`config.mk`:
```
export PLATFORM = sky130hd
export DESIGN_NAME = usb_and_system_clock_select
export DESIGN_NICKNAME = d
export VERILOG_FILES = /design/src/clock_select_pkg.sv /design/src/usb_and_system_clock_select.sv
export VERILOG_INCLUDE_DIRS = /design/src
export SDC_FILE = /design/constraint.sdc
export NUM_CORES = 1
export LEC_CHECK = 0
export CORE_MARGIN = 2
export CORE_UTILIZATION = 55
export DETAILED_ROUTE_END_ITERATION = 6
export DONT_BUFFER_PORTS = 1
export PLACE_DENSITY = 0.72
export REMOVE_ABC_BUFFERS = 1
export SKIP_LAST_GASP = 1
export SYNTH_ARGS = -nofsm -noshare
export SYNTH_HDL_FRONTEND = slang
export SYNTH_SLANG_ARGS = --single-unit
```
`constraint.sdc`:
```
create_clock -name pclk -period 4.2 [get_ports pclk]
set_clock_uncertainty 0.1 [all_clocks]
set_input_delay 1.26 -clock pclk [delete_from_list [all_inputs] [get_ports pclk]]
set_output_delay 1.26 -clock pclk [all_outputs]
set_load 0.1 [all_outputs]
```
`src/clock_select_defines.svh`:
```
// Register offsets, field positions and reset values of the clock select block.
// Assumes an APB slave with 32-bit data and byte addresses.
`ifndef CLOCK_SELECT_DEFINES_SVH
`define CLOCK_SELECT_DEFINES_SVH
`define CSS_OFFSET 8'h00
`define OSC_CTRL_OFFSET 8'h04
`define CLK_STATUS_OFFSET 8'h08
`define CSS_USB_MSB 5
`define CSS_USB_LSB 4
`define CSS_SYS_MSB 2
`define CSS_SYS_LSB 0
`define CSS_RESET 8'h00
`define OSC_DIV_MSB 1
`define OSC_DIV_LSB 0
`define OSC_MULTIPLIER_INPUT_SELECT_BIT 8
`define OSC_DIV_RESET 2'h0
`define OSC_MULTIPLIER_INPUT_SELECT_RESET 1'h0
`define STAT_USB_LSB 4
`define STAT_SYS_LSB 0
`define STAT_USB_BUSY_BIT 8
`define STAT_SYS_BUSY_BIT 9
`endif

```
`src/clock_select_pkg.sv`:
```
// Types shared by the clock select block.
// Assumes nothing of its surroundings.
package clock_select_pkg;
  typedef enum logic [1:0] {SW_RUN, SW_DRAIN, SW_ARM} switch_state_t;
  typedef logic [1:0] src_code_t;
endpackage

```
`src/usb_and_system_clock_select.sv`:
```
// USB and system clock source selection with an APB register file.
// Assumes clock sources arrive as asynchronous levels oversampled by pclk at 100 MHz.
//
// Register access over APB and the register offsets were chosen for this implementation.
`timescale 1ns/1ps
`include "clock_select_defines.svh"

module glitch_free_switch (
  input wire logic pclk,
  input wire logic presetn,
  input wire logic [3:0] src,
  input wire clock_select_pkg::src_code_t req,
  output logic clk_out,
  output clock_select_pkg::src_code_t cur,
  output logic busy
);
  import clock_select_pkg::*;

  switch_state_t state_r, state_nxt;
  src_code_t cur_r, cur_nxt;
  logic out_r, out_nxt;

  // The old source is left only while it is low, and the new one is joined only
  // at a low phase, so no shortened high can appear.
  always_comb begin
    state_nxt = state_r;
    cur_nxt = cur_r;
    out_nxt = 1'b0;
    unique case (state_r)
      SW_RUN: begin
        out_nxt = src[cur_r];
        if (req != cur_r) begin
          state_nxt = SW_DRAIN;
        end
      end
      SW_DRAIN: begin
        out_nxt = src[cur_r];
        if (!src[cur_r]) begin
          out_nxt = 1'b0;
          cur_nxt = req;
          state_nxt = SW_ARM;
        end
      end
      SW_ARM: begin
        if (!src[cur_r]) begin
          state_nxt = SW_RUN;
        end
      end
    endcase
  end

  always_ff @(posedge pclk or negedge presetn) begin
    if (!presetn) begin
      state_r <= SW_RUN;
      cur_r <= 2'h0;
      out_r <= 1'b0;
    end else begin
      state_r <= state_nxt;
      cur_r <= cur_nxt;
      out_r <= out_nxt;
    end
  end

  assign clk_out = out_r;
  assign cur = cur_r;
  assign busy = (state_r != SW_RUN);
endmodule

module usb_and_system_clock_select (
  input wire logic pclk,
  input wire logic presetn,
  input wire logic [7:0] paddr,
  input wire logic psel,
  input wire logic penable,
  input wire logic pwrite,
  input wire logic [31:0] pwdata,
  input wire logic [3:0] pstrb,
  output logic [31:0] prdata,
  output logic pready,
  output logic pslverr,
  input wire logic int_osc_clk,
  input wire logic ext_clk,
  input wire logic mult_clk,
  input wire logic lf_osc_clk,
  output logic usb_clk_out,
  output logic sys_clk_out,
  output logic mult_ref_clk
);
  import clock_select_pkg::*;

  localparam int NSRC = 4;

  // Source order in the synchroniser bank: internal, external, multiplier, low-freq.
  logic [NSRC-1:0] raw_src;
  logic [NSRC-1:0] s1_r, s2_r, s3_r, filt_r, filt_nxt;
  assign raw_src = {lf_osc_clk, mult_clk, ext_clk, int_osc_clk};

  genvar g;
  generate
    for (g = 0; g < NSRC; g++) begin : g_sync
      always_comb begin
        filt_nxt[g] = (s2_r[g] == s3_r[g]) ? s3_r[g] : filt_r[g];
      end
      always_ff @(posedge pclk or negedge presetn) begin
        if (!presetn) begin
          s1_r[g] <= 1'b0;
          s2_r[g] <= 1'b0;
          s3_r[g] <= 1'b0;
          filt_r[g] <= 1'b0;
        end else begin
          s1_r[g] <= raw_src[g];
          s2_r[g] <= s1_r[g];
          s3_r[g] <= s2_r[g];
          filt_r[g] <= filt_nxt[g];
        end
      end
    end
  endgenerate

  logic int_f, ext_f, mult_f, lf_f;
  assign int_f = filt_r[0];
  assign ext_f = filt_r[1];
  assign mult_f = filt_r[2];
  assign lf_f = filt_r[3];

  // Dividers count rising edges of the filtered sources.
  logic int_d_r, mult_d_r;
  logic [2:0] int_cnt_r, int_cnt_nxt;
  logic mult_half_r, mult_half_nxt;
  always_comb begin
    int_cnt_nxt = int_cnt_r;
    mult_half_nxt = mult_half_r;
    if (int_f && !int_d_r) begin
      int_cnt_nxt = int_cnt_r + 3'h1;
    end
    if (mult_f && !mult_d_r) begin
      mult_half_nxt = !mult_half_r;
    end
  end

  always_ff @(posedge pclk or negedge presetn) begin
    if (!presetn) begin
      int_d_r <= 1'b0;
      mult_d_r <= 1'b0;
      int_cnt_r <= 3'h0;
      mult_half_r <= 1'b0;
    end else begin
      int_d_r <= int_f;
      mult_d_r <= mult_f;
      int_cnt_r <= int_cnt_nxt;
      mult_half_r <= mult_half_nxt;
    end
  end

  // Register file.
  logic [7:0] css_r, css_nxt;
  logic [1:0] osc_div_r, osc_div_nxt;
  logic multiplier_input_select_r, multiplier_input_select_nxt;
  logic [31:0] prdata_r, prdata_nxt;
  logic pready_r, pready_nxt;
  logic pslverr_r, pslverr_nxt;
  logic [31:0] rd_word;
  logic hit;
  logic usb_busy, sys_busy;
  src_code_t usb_cur, sys_cur;

  always_comb begin
    hit = 1'b1;
    rd_word = 32'h0000_0000;
    unique case (paddr)
      `CSS_OFFSET: rd_word = {24'h00_0000, css_r};
      `OSC_CTRL_OFFSET: begin
        rd_word[`OSC_DIV_MSB:`OSC_DIV_LSB] = osc_div_r;
        rd_word[`OSC_MULTIPLIER_INPUT_SELECT_BIT] = multiplier_input_select_r;
      end
      `CLK_STATUS_OFFSET: begin
        rd_word[`STAT_USB_LSB +: 2] = usb_cur;
        rd_word[`STAT_SYS_LSB +: 2] = sys_cur;
        rd_word[`STAT_USB_BUSY_BIT] = usb_busy;
        rd_word[`STAT_SYS_BUSY_BIT] = sys_busy;
      end
      default: hit = 1'b0;
    endcase
  end

  // One wait state: pready rises in the second access cycle, where the write lands.
  always_comb begin
    css_nxt = css_r;
    osc_div_nxt = osc_div_r;
    multiplier_input_select_nxt = multiplier_input_select_r;
    prdata_nxt = prdata_r;
    pready_nxt = 1'b0;
    pslverr_nxt = 1'b0;
    if (psel && penable && !pready_r) begin
      pready_nxt = 1'b1;
      pslverr_nxt = !hit;
      prdata_nxt = pwrite ? 32'h0000_0000 : rd_word;
    end
    if (psel && penable && pready_r && pwrite && !pslverr_r) begin
      if (paddr == `CSS_OFFSET && pstrb[0]) begin
        css_nxt[`CSS_USB_MSB:`CSS_USB_LSB] = pwdata[`CSS_USB_MSB:`CSS_USB_LSB];
        // Reserved system codes are refused so the system mux never sees one.
        if (!pwdata[`CSS_SYS_MSB]) begin
          css_nxt[`CSS_SYS_MSB:`CSS_SYS_LSB] = pwdata[`CSS_SYS_MSB:`CSS_SYS_LSB];
        end
      end
      if (paddr == `OSC_CTRL_OFFSET) begin
        if (pstrb[0]) begin
          osc_div_nxt = pwdata[`OSC_DIV_MSB:`OSC_DIV_LSB];
        end
        if (pstrb[1]) begin
          multiplier_input_select_nxt = pwdata[`OSC_MULTIPLIER_INPUT_SELECT_BIT];
        end
      end
    end
  end

  always_ff @(posedge pclk or negedge presetn) begin
    if (!presetn) begin
      css_r <= `CSS_RESET;
      osc_div_r <= `OSC_DIV_RESET;
      multiplier_input_select_r <= `OSC_MULTIPLIER_INPUT_SELECT_RESET;
      prdata_r <= 32'h0000_0000;
      pready_r <= 1'b0;
      pslverr_r <= 1'b0;
    end else begin
      css_r <= css_nxt;
      osc_div_r <= osc_div_nxt;
      multiplier_input_select_r <= multiplier_input_select_nxt;
      prdata_r <= prdata_nxt;
      pready_r <= pready_nxt;
      pslverr_r <= pslverr_nxt;
    end
  end

  // The applied divide follows the register only while every divided copy of the
  // internal source is low, so a new divide setting never cuts a high phase short.
  logic [1:0] div_act_r, div_act_nxt;
  always_comb begin
    div_act_nxt = div_act_r;
    if (int_cnt_r == 3'h0 && !int_f) begin
      div_act_nxt = osc_div_r;
    end
  end
  always_ff @(posedge pclk or negedge presetn) begin
    if (!presetn) begin
      div_act_r <= `OSC_DIV_RESET;
    end else begin
      div_act_r <= div_act_nxt;
    end
  end

  // Candidate sources for each mux, indexed by the select code.
  logic int_sys_src;
  logic [3:0] usb_src, sys_src;
  always_comb begin
    unique case (div_act_r)
      2'h0: int_sys_src = int_cnt_r[2];
      2'h1: int_sys_src = int_cnt_r[1];
      2'h2: int_sys_src = int_cnt_r[0];
      2'h3: int_sys_src = int_f;
    endcase
    usb_src = {1'b0, ext_f, int_cnt_r[0], mult_f};
    sys_src = {lf_f, mult_half_r, ext_f, int_sys_src};
  end

  glitch_free_switch u_usb_switch (
    .pclk(pclk),
    .presetn(presetn),
    .src(usb_src),
    .req(css_r[`CSS_USB_MSB:`CSS_USB_LSB]),
    .clk_out(usb_clk_out),
    .cur(usb_cur),
    .busy(usb_busy)
  );

  glitch_free_switch u_sys_switch (
    .pclk(pclk),
    .presetn(presetn),
    .src(sys_src),
    .req(css_r[1:0]),
    .clk_out(sys_clk_out),
    .cur(sys_cur),
    .busy(sys_busy)
  );

  logic mref_r, mref_nxt;
  always_comb begin
    mref_nxt = multiplier_input_select_r ? ext_f : int_f;
  end
  always_ff @(posedge pclk or negedge presetn) begin
    if (!presetn) begin
      mref_r <= 1'b0;
    end else begin
      mref_r <= mref_nxt;
    end
  end

  assign mult_ref_clk = mref_r;
  assign prdata = prdata_r;
  assign pready = pready_r;
  assign pslverr = pslverr_r;
endmodule

```
==> impl_metrics.toml <==
[detailed_routing]
drt_first_pass_iters = 4
drt_wl_total_um = 3770
drc = 0
vias = 1370
wl_per_cell_um = 14.8
drt_iter0_drc = 46
vias_per_cell = 5.39
antenna_left = 0

[cells_and_area]
multi_input_area_um2 = 982
seq_area_mm2 = 0.00125
stdcell_count = 254
diodes = 0
layout_common_cells = "50 x dfrtp_1, 26 x conb_1, 14 x mux2_2"
final_common_cell = "dfrtp_1"
stdcell_area_mm2 = 0.00243
drive_gt1_frac = 0.142
fin_util = 0.594
final_nets = 264
fillers = 327
area_growth_pct = 1.52

[setup_path]
worstSetupPathType = "in2reg"
arrival_ns = 3.00
worstPathRequired_ns = 4.29
rr_startpoint = "pready"
endpoint_kind = "flip-flop"
critPathLaunchType = "input port"
rr_worst_depth = 4
r2r_slack_ns = 1.67
reg2reg_to = "css_r[0]"
worst-path-max-fanout = 4

[global_routing]
antenna_found_initial = 0
grt_max_degree = 51
grt-ovfl-total = 0
grtUsageTotal = 0.165
grt_pass1_vias = 1399
grt_pass1_wl_um = 6310

[clock_tree]
cts_sinks = 50
tritoncts = "done"
clock_latency_ns = 0.30
path_clk_slew_ns = 0.09
htree_levels = 2
clock_path_buffers = 2
cts_root_buf = "clkbuf_8"
post_cts_resized = 0
cts_buffers = 5
cts_setup_buffers = 0
cts_hold_buffers = 0

[worst_hold_path]
holdPathStages = 0
hold_class = "reg2reg"
min_from = "s1_r[1]"
holdPathEnd = "s2_r[1]"

[synth]
syn_area_mm2 = 0.00239
syn_area_per_cell_um2 = 11.9
synth-edff-count = 0
async_reset_ff_frac = 1.00
synth_cells = 201
yosysSeqAreaShare = 0.523
ys_warn_count = 0
ys_ff_latch = 50
synth-main-ff-cell = "dfrtp_1"
synth_cell_types = 41

[die]
dieArea_mm2 = 0.00489
core.rowCount = 23
start_util = 0.585
fp.dieW_um = 70.0
die_h_um = 70.0
io_pins = 90
coreArea_mm2 = 0.00409

[timing]
rsz0062_at_grt = "no"
fmax_ghz = 0.343
tns_ns = 0
finalCritPeriodShare = 0.694
hold_viol_final = 0
max_slew.worst_pin.slew_ns = 0.913
timing.slew.headroom = 0.392
post-route-min-period_ns = 2.91
setup_violations = 0
slew_violations = 0

[place]
place.gp.congestion = 0.874
dp_cells = 246
io_buffers = 0
postPlaceCellArea_mm2 = 0.00234
place_hpwl_um = 2790

[status]
status = "finished clean"

[flow_run]
timing.max_cap.violations = 0

[power_and_ir_drop]
p_per_area_mw_per_mm2 = 539
total_power_mw = 1.31
max-vdd-ir-drop_v = 0.000264
total_leakage_power_nw = 1.14
[critical path, stage by stage]
cell	delay [ns]
or4_4	0.54
or4_4	0.53
nor4b_4	0.32
mux2_1	0.35
[routing by layer]
metal  GRT usage  vias to the layer above  share of wire  wire, um
li1            -                      638              -         -
met1       0.188                      653           0.43      1600
met2       0.275                       69           0.46      1750
met3      0.0491                       10          0.082       308
met4      0.0962                        0          0.028       104
met5           0                        -              0         0
[area by class of cell]
cell class                 count  share of cell area
sequential                    50               0.515
multi-input combinational    135               0.404
clock buffer                   7              0.0355
tap                           50              0.0258
inverter                      11              0.0170
clock inverter                 1             0.00206
[synth_stat cells (2+ instances only)]
cell type | instances | area share
a21oi_1 | 7 | 0.015
nor3b_1 | 2 | 0.0063
inv_1 | 11 | 0.017
nand2_1 | 9 | 0.014
a22o_1 | 2 | 0.0073
nor2_1 | 8 | 0.013
buf_4 | 26 | 0.082
o31ai_1 | 4 | 0.013
mux2_1 | 3 | 0.014
mux2i_1 | 6 | 0.025
dfrtp_1 | 50 | 0.52
o21ai_0 | 4 | 0.0084
clkbuf_1 | 3 | 0.0047
mux2_2 | 14 | 0.066
nand3_1 | 4 | 0.0084
or2_2 | 3 | 0.0078
or4_4 | 2 | 0.0094
maj3_1 | 4 | 0.017
xnor2_1 | 7 | 0.026
a32o_1 | 2 | 0.0084
nor2b_1 | 3 | 0.0078
ha_1 | 8 | 0.042
[cells by family after synthesis]
kind of cell               after synthesis  synth area share
xor gates and xnor gates                 7            0.0256
AOI/OAI and AO/OA                       27            0.0779
DFF                                     50             0.523
buffers and inverters                   41             0.106
other                                    1           0.00157
adders and majority gates               12            0.0586
muxes                                   23             0.105
and+or+nand+nor                         40             0.103
[worst max-delay path by stage]
stage,from,endpoint,slack (ns),cells past startpoint
floorplan,paddr[5],css_r[0],1.05,4
global placement,paddr[5],css_r[0],0.97,4
detailed placement,paddr[5],css_r[0],0.96,4
CTS,paddr[5],css_r[0],1.28,4
global route,paddr[5],css_r[0],1.24,4
finish,paddr[5],css_r[0],1.29,4
[registers in the layout, indices dropped and copies added, names as in the netlist, 2 cells and up]
register / count
s1_r: 4
div_act_r: 2
css_r: 4
u_usb_switch.cur: 2
int_cnt_r: 3
s3_r: 4
osc_div_r: 2
s2_r: 4
u_sys_switch.state_r: 2
u_usb_switch.state_r: 2
prdata: 6
u_sys_switch.cur: 2
[stage by stage]
step,setup slack (ns),hold WS (ns)
floorplan,1.05,0.231
detailed placement,0.959,0.239
global route,1.24,0.266
CTS,1.28,0.262
finish,1.29,0.258
global placement,0.972,0.232
[power breakdown]
part           internal [mW]  leakage, nW  switching (mW)
clock network          0.133       0.0482           0.147
logic                  0.125        0.457           0.249
registers              0.542        0.635           0.113
total                  0.800         1.14           0.509
(Power assumes the default switching activity.)
